`src/rtl/rwm_pkg.sv`:
```
package rwm_pkg;

  // --------------------------------------------------------------------
  // timing
  // --------------------------------------------------------------------
  localparam int          CLK_PERIOD_NS   = 10;
  localparam int          POR_DELAY_CYC   = 4064;
  localparam int          PIN_DRIVE_CYC   = 4;
  localparam int          PIN_SAMPLE_CYC  = 2;
  localparam int          RATE_WINDOW_CYC = 64;
  // clock monitor trip time: a bus clock tick gap longer than this is a failure
  localparam int          CM_TIMEOUT_NS   = 20000;
  localparam int          CM_TIMEOUT_CYC  = CM_TIMEOUT_NS / CLK_PERIOD_NS;
  localparam int          WDOG_DIV_LOG2   = 15;
  localparam int          SEQ_CNT_W       = 12;

  // --------------------------------------------------------------------
  // register map (byte addresses)
  // --------------------------------------------------------------------
  localparam logic [7:0]  OFS_OPTIONS     = 8'h00;
  localparam logic [7:0]  OFS_SERVICE     = 8'h04;
  localparam logic [7:0]  OFS_TEST        = 8'h08;
  localparam logic [7:0]  OFS_STATUS      = 8'h0c;

  // --------------------------------------------------------------------
  // field values
  // --------------------------------------------------------------------
  localparam logic [7:0]  SERVICE_ARM     = 8'h55;
  localparam logic [7:0]  SERVICE_CLEAR   = 8'haa;
  localparam int          TEST_RESET_DISABLE_BIT = 0;

  // system_options layout, bit 7 down to bit 0; bit 2 is unimplemented
  typedef struct packed {
    logic       adpu;
    logic       csel;
    logic       irqEdgeSelect;
    logic       dly;
    logic       clockMonitorEnable;
    logic       unused;
    logic [1:0] watchdogRate;
  } rwm_options_t;

  localparam rwm_options_t OPTIONS_RESET  = 8'h10;

  typedef enum logic [1:0] {
    CAUSE_POWER_PIN,
    CAUSE_CLOCK_MON,
    CAUSE_WATCHDOG
  } rwm_cause_t;

endpackage

```
`src/rtl/rwm_watchdog.sv`:
```
`timescale 1ns/1ps
module rwm_watchdog #(
  parameter int DIV_LOG2 = rwm_pkg::WDOG_DIV_LOG2
) (
  input  wire logic       clk,          // system clock
  input  wire logic       rst_n,        // async reset, active low
  input  wire logic       clear,        // hold counter and arm flag cleared
  input  wire logic       busTick,      // one pulse per bus clock cycle
  input  wire logic [1:0] rate,         // timeout rate select
  input  wire logic       serviceWrite, // service register write pulse
  input  wire logic [7:0] serviceData,  // byte written to service register
  output logic            timeout       // one-cycle timeout pulse
);

  localparam int CNT_W = DIV_LOG2 + 6;

  logic [CNT_W-1:0] count;
  logic             armed;
  logic [CNT_W-1:0] limit;
  logic             isArm;
  logic             isClear;
  logic             atLimit;

  // factor 1, 4, 16, 64 is a shift of 0, 2, 4, 6
  assign limit   = (CNT_W'(1) << (DIV_LOG2 + 2 * int'(rate))) - CNT_W'(1);
  assign isArm   = serviceWrite && (serviceData == rwm_pkg::SERVICE_ARM);
  assign isClear = serviceWrite && (serviceData == rwm_pkg::SERVICE_CLEAR) && armed;
  assign atLimit = busTick && (count == limit);

  // counts bus clock ticks only, so it freezes whenever the bus clock stops
  always_ff @(posedge clk or negedge rst_n) begin
    if (!rst_n) begin
      count <= '0;
    end else if (clear || isClear || atLimit) begin
      count <= '0;
    end else if (busTick) begin
      count <= count + CNT_W'(1);
    end
  end

  // arm survives unrelated writes; any other value written leaves it as is
  always_ff @(posedge clk or negedge rst_n) begin
    if (!rst_n) begin
      armed <= 1'b0;
    end else if (clear || isClear) begin
      armed <= 1'b0;
    end else if (isArm) begin
      armed <= 1'b1;
    end
  end

  always_ff @(posedge clk or negedge rst_n) begin
    if (!rst_n) begin
      timeout <= 1'b0;
    end else begin
      timeout <= atLimit && !clear && !isClear;
    end
  end

endmodule

```
`src/rtl/rwm_clock_monitor.sv`:
```
`timescale 1ns/1ps
module rwm_clock_monitor #(
  parameter int TIMEOUT_CYC = rwm_pkg::CM_TIMEOUT_CYC
) (
  input  wire logic clk,      // reference clock, independent of the bus clock
  input  wire logic rst_n,    // async reset, active low
  input  wire logic enable,   // clock monitor enable
  input  wire logic busTick,  // one pulse per bus clock cycle
  output logic      fail      // one-cycle failure pulse
);

  localparam int W = $clog2(TIMEOUT_CYC + 1);

  logic [W-1:0] gap;
  logic         tripped;

  assign tripped = (gap == W'(TIMEOUT_CYC - 1)) && !busTick;

  // measures the gap between bus ticks on the reference clock
  always_ff @(posedge clk or negedge rst_n) begin
    if (!rst_n) begin
      gap <= '0;
    end else if (!enable || busTick || tripped) begin
      gap <= '0;
    end else begin
      gap <= gap + W'(1);
    end
  end

  always_ff @(posedge clk or negedge rst_n) begin
    if (!rst_n) begin
      fail <= 1'b0;
    end else begin
      fail <= enable && tripped;
    end
  end

endmodule

```
`src/rtl/rwm_reset_ctrl.sv`:
```
// How it works
// - four sources; power-on and pin share a vector, watchdog and monitor own ones
// - after power-up hold reset for 4064 clock cycles
// - if the pin is still low after that delay, wait until it rises
// - any reset sensed while running drives the pin low four cycles, then releases it
// - sample the pin two cycles after release; low means external cause
// - watchdog disable configuration bit is captured only during reset
// - disable bit 0 enables watchdog resets, 1 disables them
// - special modes start with watchdog resets inhibited by a test bit
// - timeout is 2^15 bus cycles times 1, 4, 16 or 64
// - reset clears the rate field, selecting the shortest timeout
// - normal mode allows one rate write within 64 cycles of reset
// - write arm value then clear value to restart the watchdog
// - other activity may come between the arm and clear writes
// - an enabled watchdog reaching its timeout starts a system reset
// - the watchdog stops counting while the bus clock is stopped
// - enabled clock monitor resets when no clock edge comes in its delay
// - below 10 kHz always flagged, 200 kHz and above never flagged
// - stopping clocks with the monitor enabled causes a reset
// - monitor enable is read-write any time and cleared by reset
// - irq sensitivity bit selects level (0) or edge-only (1)
//
// The implementer's own choices: the placing of the registers and the AHB-Lite register port.
`timescale 1ns/1ps
module rwm_reset_ctrl #(
  parameter int WDOG_DIV_LOG2  = rwm_pkg::WDOG_DIV_LOG2,
  parameter int CM_TIMEOUT_CYC = rwm_pkg::CM_TIMEOUT_CYC
) (
  input  wire logic        clk,                // system clock, 100 MHz
  input  wire logic        rst_n,              // power-on reset, async, active low
  // ahb-lite slave
  input  wire logic        hsel,               // slave select
  input  wire logic [31:0] haddr,              // address
  input  wire logic [1:0]  htrans,             // transfer type
  input  wire logic        hwrite,             // write strobe
  input  wire logic [2:0]  hsize,              // transfer size
  input  wire logic [31:0] hwdata,             // write data
  input  wire logic        hready,             // bus ready
  output logic [31:0]      hrdata,             // read data
  output logic             hreadyout,          // slave ready
  output logic             hresp,              // response, always okay
  // reset pin, open drain
  input  wire logic        resetPinIn,         // reset pin level
  output logic             resetPinOut,        // reset pin drive value
  output logic             resetPinOe,         // reset pin drive enable
  // system side
  input  wire logic        busTick,            // one pulse per bus clock cycle
  input  wire logic        specialMode,        // special test or bootstrap mode
  input  wire logic        watchdogDisableCfg, // non-volatile watchdog disable
  output logic             systemReset,        // core held in reset
  output rwm_pkg::rwm_cause_t resetCause,      // selects the reset vector
  output logic             irqEdgeSelect,      // irq pin edge-only sensitivity
  output logic             watchdogActive      // watchdog resets enabled
);

  // ----------------------------------------------------------------------
  // reset sequencer state
  // ----------------------------------------------------------------------
  typedef enum logic [2:0] {
    ST_POWER_UP,
    ST_PIN_HOLD,
    ST_RUN,
    ST_DRIVE,
    ST_SETTLE
  } rwm_seq_t;

  rwm_seq_t                              state;
  rwm_seq_t                              next_state;
  logic [rwm_pkg::SEQ_CNT_W-1:0]         seqCount;
  logic [rwm_pkg::SEQ_CNT_W-1:0]         next_seqCount;
  rwm_pkg::rwm_cause_t                   next_resetCause;

  logic                                  watchdogTimeout;
  logic                                  clockFail;
  logic                                  watchdogOff;
  logic                                  disableResets;

  // ----------------------------------------------------------------------
  // bus decode
  // ----------------------------------------------------------------------
  rwm_pkg::rwm_options_t                 options;
  logic                                  rateWritten;
  logic [6:0]                            sinceReset;
  logic                                  phaseWrite;
  logic [7:0]                            phaseAddr;
  logic                                  addrValid;
  logic                                  writeOptions;
  logic                                  writeService;
  logic                                  writeTest;
  logic                                  rateWindowOpen;
  logic                                  rateWritable;
  logic [31:0]                           readValue;
  logic [31:0]                           statusWord;
  rwm_pkg::rwm_options_t                 wrOptions;

  assign addrValid = hsel && hready && htrans[1];
  assign wrOptions = rwm_pkg::rwm_options_t'(hwdata[7:0]);

  assign writeOptions = phaseWrite && (phaseAddr == rwm_pkg::OFS_OPTIONS);
  assign writeService = phaseWrite && (phaseAddr == rwm_pkg::OFS_SERVICE);
  assign writeTest    = phaseWrite && (phaseAddr == rwm_pkg::OFS_TEST);

  assign rateWindowOpen = (sinceReset < 7'(rwm_pkg::RATE_WINDOW_CYC)) && !rateWritten;
  assign rateWritable   = specialMode || rateWindowOpen;

  assign statusWord = {25'h0000000, watchdogActive, watchdogOff, resetPinIn,
                       disableResets, 1'b0, resetCause};

  assign readValue =
      (haddr[7:0] == rwm_pkg::OFS_OPTIONS) ? {24'h000000, options} :
      (haddr[7:0] == rwm_pkg::OFS_TEST)    ? {31'h00000000, disableResets} :
      (haddr[7:0] == rwm_pkg::OFS_STATUS)  ? statusWord :
                                             32'h00000000;

  // zero wait state slave; every access completes with okay
  assign hreadyout = 1'b1;
  assign hresp     = 1'b0;

  // ----------------------------------------------------------------------
  // ahb address phase capture
  // ----------------------------------------------------------------------
  always_ff @(posedge clk or negedge rst_n) begin
    if (!rst_n) begin
      phaseWrite <= 1'b0;
      phaseAddr  <= 8'h00;
    end else if (hready) begin
      phaseWrite <= addrValid && hwrite;
      phaseAddr  <= haddr[7:0];
    end
  end

  // read data registered at the address phase, stands in the data phase
  always_ff @(posedge clk or negedge rst_n) begin
    if (!rst_n) begin
      hrdata <= 32'h00000000;
    end else if (addrValid && !hwrite) begin
      hrdata <= readValue;
    end
  end

  // ----------------------------------------------------------------------
  // system options register
  // ----------------------------------------------------------------------
  always_ff @(posedge clk or negedge rst_n) begin
    if (!rst_n) begin
      options <= rwm_pkg::OPTIONS_RESET;
    end else if (systemReset) begin
      options <= rwm_pkg::OPTIONS_RESET;
    end else if (writeOptions) begin
      options.adpu               <= wrOptions.adpu;
      options.csel               <= wrOptions.csel;
      options.irqEdgeSelect      <= wrOptions.irqEdgeSelect;
      options.dly                <= wrOptions.dly;
      options.clockMonitorEnable <= wrOptions.clockMonitorEnable;
      if (rateWritable) begin
        options.watchdogRate <= wrOptions.watchdogRate;
      end
    end
  end

  // the once-only window counts from the release of any system reset
  always_ff @(posedge clk or negedge rst_n) begin
    if (!rst_n) begin
      sinceReset  <= 7'h00;
      rateWritten <= 1'b0;
    end else if (systemReset) begin
      sinceReset  <= 7'h00;
      rateWritten <= 1'b0;
    end else begin
      if (sinceReset < 7'(rwm_pkg::RATE_WINDOW_CYC)) begin
        sinceReset <= sinceReset + 7'h01;
      end
      if (writeOptions && rateWindowOpen && !specialMode) begin
        rateWritten <= 1'b1;
      end
    end
  end

  assign irqEdgeSelect = options.irqEdgeSelect;

  // ----------------------------------------------------------------------
  // watchdog enable: configuration sampled only while in reset
  // ----------------------------------------------------------------------
  // test bit loads the mode each reset, so special modes start inhibited
  always_ff @(posedge clk or negedge rst_n) begin
    if (!rst_n) begin
      watchdogOff   <= 1'b1;
      disableResets <= 1'b1;
    end else if (systemReset) begin
      watchdogOff   <= watchdogDisableCfg;
      disableResets <= specialMode;
    end else if (writeTest && specialMode) begin
      disableResets <= hwdata[rwm_pkg::TEST_RESET_DISABLE_BIT];
    end
  end

  assign watchdogActive = !watchdogOff && !disableResets;

  // ----------------------------------------------------------------------
  // watchdog and clock monitor
  // ----------------------------------------------------------------------
  rwm_watchdog #(
    .DIV_LOG2     (WDOG_DIV_LOG2)
  ) u_watchdog (
    .clk          (clk),
    .rst_n        (rst_n),
    .clear        (systemReset || !watchdogActive),
    .busTick      (busTick),
    .rate         (options.watchdogRate),
    .serviceWrite (writeService),
    .serviceData  (hwdata[7:0]),
    .timeout      (watchdogTimeout)
  );

  rwm_clock_monitor #(
    .TIMEOUT_CYC  (CM_TIMEOUT_CYC)
  ) u_clock_monitor (
    .clk          (clk),
    .rst_n        (rst_n),
    .enable       (options.clockMonitorEnable && !systemReset),
    .busTick      (busTick),
    .fail         (clockFail)
  );

  // ----------------------------------------------------------------------
  // reset sequencer
  // ----------------------------------------------------------------------
  always_comb begin
    next_state      = state;
    next_seqCount   = seqCount;
    next_resetCause = resetCause;
    unique case (state)
      ST_POWER_UP: begin
        next_seqCount = seqCount + 12'h001;
        if (seqCount == 12'(rwm_pkg::POR_DELAY_CYC - 1)) begin
          next_seqCount = '0;
          next_state    = resetPinIn ? ST_RUN : ST_PIN_HOLD;
        end
      end
      ST_PIN_HOLD: begin
        if (resetPinIn) begin
          next_state = ST_RUN;
        end
      end
      ST_RUN: begin
        // monitor outranks watchdog when both fire together
        if (clockFail) begin
          next_resetCause = rwm_pkg::CAUSE_CLOCK_MON;
          next_state      = ST_DRIVE;
        end else if (watchdogTimeout) begin
          next_resetCause = rwm_pkg::CAUSE_WATCHDOG;
          next_state      = ST_DRIVE;
        end else if (!resetPinIn) begin
          next_resetCause = rwm_pkg::CAUSE_POWER_PIN;
          next_state      = ST_DRIVE;
        end
        next_seqCount = '0;
      end
      ST_DRIVE: begin
        next_seqCount = seqCount + 12'h001;
        if (seqCount == 12'(rwm_pkg::PIN_DRIVE_CYC - 1)) begin
          next_seqCount = '0;
          next_state    = ST_SETTLE;
        end
      end
      ST_SETTLE: begin
        next_seqCount = seqCount + 12'h001;
        if (seqCount == 12'(rwm_pkg::PIN_SAMPLE_CYC - 1)) begin
          next_seqCount = '0;
          if (!resetPinIn) begin
            // an external driver holds the pin: external reset wins
            next_resetCause = rwm_pkg::CAUSE_POWER_PIN;
            next_state      = ST_PIN_HOLD;
          end else begin
            next_state = ST_RUN;
          end
        end
      end
      default: begin
        next_state    = ST_POWER_UP;
        next_seqCount = '0;
      end
    endcase
  end

  always_ff @(posedge clk or negedge rst_n) begin
    if (!rst_n) begin
      state      <= ST_POWER_UP;
      seqCount   <= '0;
      resetCause <= rwm_pkg::CAUSE_POWER_PIN;
    end else begin
      state      <= next_state;
      seqCount   <= next_seqCount;
      resetCause <= next_resetCause;
    end
  end

  // open drain: only ever pulls low
  assign resetPinOut = 1'b0;
  assign resetPinOe  = (state == ST_DRIVE);
  assign systemReset = (state != ST_RUN);

endmodule

```
`config.mk`:
```
export PLATFORM = sky130hd
export DESIGN_NAME = rwm_reset_ctrl
export DESIGN_NICKNAME = d
export VERILOG_FILES = /design/src/rtl/rwm_pkg.sv /design/src/rtl/rwm_watchdog.sv /design/src/rtl/rwm_clock_monitor.sv /design/src/rtl/rwm_reset_ctrl.sv
export SDC_FILE = /design/constraint.sdc
export NUM_CORES = 1
export LEC_CHECK = 0
export BUFFER_PORTS_ARGS = -buffer_cell sky130_fd_sc_hd__buf_2
export CELL_PAD_IN_SITES_DETAIL_PLACEMENT = 0
export CELL_PAD_IN_SITES_GLOBAL_PLACEMENT = 2
export CORE_ASPECT_RATIO = 0.9
export CORE_UTILIZATION = 30
export CTS_CLUSTER_SIZE = 12
export DETAILED_ROUTE_END_ITERATION = 7
export PLACE_DENSITY_LB_ADDON = 0.3
export SLEW_MARGIN = 20
export SYNTH_ARGS = -nofsm -noshare
export SYNTH_HDL_FRONTEND = slang
export SYNTH_HIERARCHICAL = 1
export SYNTH_SLANG_ARGS = --single-unit
```
`constraint.sdc`:
```
create_clock -name clk -period 4.1 [get_ports clk]
set_clock_uncertainty 0.05 [all_clocks]
set_input_delay 0.615 -clock clk [delete_from_list [all_inputs] [get_ports clk]]
set_output_delay 0.615 -clock clk [all_outputs]
set_load 0.02 [all_outputs]
```
* Yosys cells after proc, flatten, opt, wreduce, memory -nomap -nowiden
Index checks and enable logic that the tools add are counted.
** Storage, ports and cells
- Register bits :: 110
- Output and inout port bits :: 41
- Logic and storage cells :: 139
- Bits of input ports :: 78
** Cells by class
- $lt $le $gt $ge :: 1
- Shift-type cells :: 1
- Reduce and logical (&&, ||, !) cells :: 52
- Muxes and demuxes :: 37
- Equal/unequal tests :: 21
- $add $sub $neg :: 6
** Operator list (count)
- $pmux 12 s4 :: 1
- $mux 21 :: 2
- $mux 12 :: 3
- $shl 1x32->21 const A :: 1
- $mux 7 :: 4
- $eq 8x4->1 const B :: 3
- $add 21x1->21 const B :: 1
- $eq 21x21->1 :: 1
- $logic_and 1x1->1 :: 21
- $mux 3 :: 7
- $sub 21x2->21 const B :: 1
- $logic_not 8->1 :: 2
- $mux 2 :: 8
- $reduce_bool 2->1 :: 8
- $pmux 3 s5 :: 1
- $add 12x1->12 const B :: 1
- $eq 12x1->1 const B :: 1
- $eq 12x12->1 const B :: 1
- $eq 12x2->1 const B :: 1
- $add 11x1->11 const B :: 1
- $eq 11x11->1 const B :: 1
- $logic_not 1->1 :: 11
- $mux 11 :: 1
- $mux 5 :: 2
- other kinds (20) :: 34

* Depth between registers and ports, before layout
- Depth in word-level cells :: 7
- Depth in mapped cells :: 7
- Mapped depth without buffers :: 6

* Hierarchy
Netlist, hierarchy kept.
** By module, submodules not included
- rwm_reset_ctrl :: seq. area each 1255.0 um2, instances 1, area an instance 2741.4 um2, cells each 286
- rwm_watchdog :: seq. area each 575.6 um2, instances 1, area an instance 1391.3 um2, cells each 139
- rwm_clock_monitor :: seq. area each 300.3 um2, instances 1, area an instance 575.6 um2, cells each 56

* Worst setup path after synthesis
Ideal clock, no wire load.
- Path kind :: input to register
- Start point :: in busTick
- End point :: reg u_watchdog.count[20]
- Setup slack :: 2.066 ns
- Buffers on the path :: 1
- Stages :: 5
- Required time :: 3.963 ns
- Setup time :: 0.087 ns
- Arrival :: 1.897 ns
- Path through :: buf_6 nand4_1 or4_4 or3_1 a211oi_2
** Between the ends
- Longest elaborated chain between the ends :: 3
- Elaborated cells on any way between the ends :: 4
- Those cells by class :: mux (1); reduce/logical (3)
** RTL lines
- from (decl) :: line rwm_reset_ctrl.sv:47 : input wire logic busTick,
- $logic_and 1x1->1 :: line rwm_watchdog.sv:28 : assign atLimit = busTick && (count == limit);
- $logic_or 1x1->1 :: line rwm_watchdog.sv:34 : end else if (clear || isClear || atLimit) begin
- $mux 21 / $reduce_bool 2->1 (equally long branches)
- to (signal assigned) :: line rwm_watchdog.sv:37 : count <= count + CNT_W'(1);
- to (decl) :: line rwm_watchdog.sv:17 : logic [CNT_W-1:0] count;
Parallel ways exist; a longest one is shown, timed or not.
A chain may end at the register's enable or synchronous reset.

* Worst setup path in the final report
- Start point :: reg state[2]
- End point :: out systemReset
** Between the ends
- Longest elaborated chain between the ends :: 1
** RTL lines
- from (decl) :: line rwm_reset_ctrl.sv:67 : rwm_seq_t state;
- from (signal assigned) :: line rwm_reset_ctrl.sv:292 : state <= next_state;
- $ne 3x2->1 :: line rwm_reset_ctrl.sv:301 : assign systemReset = (state != ST_RUN);
- to (decl) :: line rwm_reset_ctrl.sv:50 : output logic systemReset,
Every way passes these cells.

==> key figures <==
Place
  • Dpl cells: 708
  • Placed instance area: 4990 um2
  • Final HPWL DP: 7.18 mm
  • GPL Wtd Cong: 0.741
  • Port bufs: 38
  • Pre-CTS setup slack: 1.69 ns

Critical path
  • CP arrival: 1.77 ns
  • Critical path class: reg -> out
  • Critical path's largest stage delay: 0.48 ns
  • Timing startpoint of the critical path: state[2]$_DFFE_PN0P_
  • CP Max Fanout: 11
  • Cells along the critical path: nor2_1 -> and2_1 -> clkinv_1 -> buf_2
  • Crit-path leading delay family: simple AND/OR/NAND/NOR gates
  • Reg-to-Reg End: u_watchdog/count[6]$_DFFE_PN0P_
  • Worst path depth: 4
  • Startpoint Class: register
  • Required @ worst endpoint: 3.43 ns
  • Crit path to: systemReset
  • Cells on worst reg2reg path: 5
  • Slowest CP cell: dfrtp_1
  • Flop2flop setup slack: 1.70 ns
  • Type of destination of the critical path: output pin
  • Worst Path Buf+Inv: 2
  • Reg2reg start: phaseAddr[5]$_DFFE_PN0P_

Clock tree
  • CTS H-tree lvls: 3
  • Clk_lat worst skew: 0.34 ns
  • Post-CTS sizing: 0
  • CTS tree: yes
  • CTS Hold Bufs: 0
  • Clock Path Buffers: 2
  • CTS sink cnt: 85
  • Post-CTS Setup Repair Bufs: 0
  • Clk pin slew, worst setup/hold paths: 0.06 ns
  • Root Buffer: clkbuf_16
  • CTS buffer count: 9

Routing
  • Remaining DRCs: 2
  • Initial DRC count: 239
  • Vias per cell: 4.87
  • Routed len/inst: 14.1 um
  • DR vias: 3523
  • Final WL: 10.2 mm
  • Post-DRT Antenna Nets: 0
  • First-pass iteration count of the detailed router: 6

Global route
  • Vias in the first global route: 3378
  • Initial antenna violation count: 0
  • Met2 GRT Util: 19.9%
  • Met3 Track Usage GR: 2.38%
  • GRT busiest layer: met2
  • First-pass GRT wire length: 17.2 mm
  • Largest net degree at the start of global routing: 74
  • Met1 usage: 19.1%
  • Total GRT Usage: 13.5%
  • Global route overflow: 0

Timing
  • Fmax: 410 MHz
  • Fin. Hold Viols: 0
  • TNS Setup: 0 ns
  • Worst Max-Slew Pin Slew: 0.969 ns
  • Hold Worst Slack: 0.338 ns
  • Tcrit/Tclk final: 59.5%
  • Max-slew violations: 0
  • Worst setup margin: 1.66 ns
  • Slew Limit Headroom: 35.4%
  • Min cycle time layout: 2.44 ns
  • RSZ-0062 raised after global routing: false
  • Final setup vio count: 0

Floorplanning
  • Die height: 121 um
  • Die width: 134 um
  • IO Count: 119
  • Num rows: 43
  • DIE AREA: 16200 um2
  • Core area: 15400 um2
  • Initial Util: 30.6%

Layout
  • Diode count: 0
  • Nets: 603
  • Final core utilization: 34.2%
  • Seq. cell area: 2130 um2
  • Area Overhead vs Synth: 11.8%
  • Area of the multi-input gates: 2350 um2
  • Layout fillers: 1617
  • Final Instance Count excl. Fillers: 724
  • Share of layout cells above drive strength 1: 16.3%
  • Fin area: 5260 um2

Pwr
  • VDD IR-drop max: 0.000262 V
  • Sw Share: 33.0%
  • Seq pwr share: 43.1%
  • P_sw: 0.741 mW
  • P_int: 1.50 mW
  • Leakage: 2.22 nW
  • Pwr dens: 427 nW/um2
  • Comb pwr share: 22.6%
  • Total power draw: 2.25 mW
  • Clock power share: 34.3%

Run status
  • Outcome: finished, violations left
  • Violated checks: DRC

Logic synthesis
  • Mapped Avg Cell Area: 9.79 um2
  • Top cells by area, synth: dfrtp_1, buf_4, nor2_1
  • Sequential fraction of the synthesis area: 45.3%
  • Post-Syn Instances: 481
  • Asr flop ratio synth: 100%
  • Post-Syn Area: 4710 um2
  • Top cell type's share of synthesized area: 43.6%
  • Seq cells post-synth: 85
  • Leading area contributor after synthesis: dfrtp_1
  • Number of synthesized flops with an enable pin: 0
  • YS warnings: 6
  • Unique masters post-synth: 71
  • Synth Flop Type: dfrtp_1

Run
  • Max-cap violations: 0

Hold path
  • Min-delay worst type: in -> async
cells in the final DEF, fill, tap and decap left out, drive strengths merged, types with 3 or more instances in the layout:
cell | synthesis | routed
nor3 | 28 | 28
clkbuf | 11 | 15
or4 | 3 | 3
inv | 9 | 9
nand4b | 3 | 3
ha | 8 | 8
o22ai | 3 | 3
conb | 3 | 32
and3 | 10 | 10
a31oi | 6 | 6
nor2 | 47 | 47
or3 | 9 | 9
xnor2 | 12 | 12
a211o | 3 | 3
and2 | 3 | 3
mux2 | 8 | 8
nor3b | 3 | 3
dfstp | 3 | 3
buf | 34 | 41
nand4 | 18 | 18
nand3 | 19 | 19
a22oi | 6 | 6
dfrtp | 82 | 82
nor4 | 4 | 4
nor4bb | 3 | 3
mux2i | 13 | 13
and4 | 7 | 7
a21oi | 7 | 7
a211oi | 9 | 9
o21ai | 25 | 25
xor2 | 13 | 13
nand2 | 42 | 42
cells in the mapped netlist (all sizes together) (7+ instances only):
master / count
nand4: 18
nand2: 42
a21oi: 7
nor3: 28
buf: 34
nand3: 19
mux2i: 13
o21ai: 25
ha: 8
a211oi: 9
xor2: 13
mux2: 8
clkbuf: 11
and3: 10
and4: 7
xnor2: 12
or3: 9
nor2: 47
inv: 9
dfrtp: 82
sequential cells by signal (all words and copies together), names as in the netlist:
signal                cells
disableResets             1
hrdata                    7
irqEdgeSelect             1
options                   6
phaseAddr                 8
phaseWrite                1
rateWritten               1
resetCause                2
seqCount                 12
sinceReset                7
state                     3
u_clock_monitor/fail      1
u_clock_monitor/gap      11
u_watchdog/armed          1
u_watchdog/count         21
u_watchdog/timeout        1
watchdogOff               1
power by group through the flow:
stage | sequential, mW | combinational, mW | clock, mW
after global routing | 0.980 | 0.579 | 0.827
after global placement | 0.982 | 0.512 | 0
final | 0.969 | 0.507 | 0.770
after floorplan | 0.952 | 0.423 | 0
after CTS | 0.969 | 0.518 | 0.797
after detailed placement | 0.985 | 0.517 | 0
worst reg2reg max path, stage by stage, from the launching register on:
cell     delay (ns)
dfrtp_1        0.38
nor4_1         0.32
nand3_1        0.22
nor3b_1        0.31
a41o_1         0.81
nor3_1         0.16
how the worst min path moves through the flow:
| stage | startpoint | endpoint | cells after the start |
|---|---|---|---|
| global placement | u_clock_monitor/gap[0]$_DFF_PN0_ | u_clock_monitor/gap[0]$_DFF_PN0_ | 1 |
| floorplan | rst_n | hrdata[0]$_DFFE_PN0P_ | 0 |
| global route | watchdogDisableCfg | watchdogOff$_DFFE_PN1P_ | 3 |
| finish | rst_n | seqCount[1]$_DFFE_PN0P_ | 1 |
| CTS | watchdogDisableCfg | watchdogOff$_DFFE_PN1P_ | 3 |
| detailed placement | u_clock_monitor/gap[0]$_DFF_PN0_ | u_clock_monitor/gap[0]$_DFF_PN0_ | 1 |
cell type report:
type                       instances  area share, %
tap                              202           4.80
clock buffer                      15           5.09
multi-input combinational        370           44.7
clock inverter                     1         0.0951
sequential                        85           40.5
timing repair buffer              41           4.09
inverter                          10          0.713
cells by family (layout without fill, tap and decap cells):
| group | Yosys count | after routing | share of synthesized area [%] |
|---|---|---|---|
| flip-flops | 85 | 85 | 45.3 |
| XOR/XNOR | 25 | 25 | 4.65 |
| AND/OR/NAND/NOR | 210 | 210 | 24.9 |
| multiplexers | 21 | 21 | 4.68 |
| other | 3 | 32 | 0.239 |
| buffers and inverters | 55 | 67 | 7.31 |
| AO/OA/AOI/OAI | 74 | 74 | 10.9 |
| adder cells (fa/ha/maj) | 8 | 8 | 2.13 |
routing by layer:
| metal | wire, um | part of all wire (%) |
|---|---|---|
| met2 | 4300 | 42 |
| met3 | 379 | 3.7 |
| met1 | 5320 | 52 |
| met5 | 0 | 0 |
| met4 | 176 | 1.7 |
(Power assumes the default switching activity.)
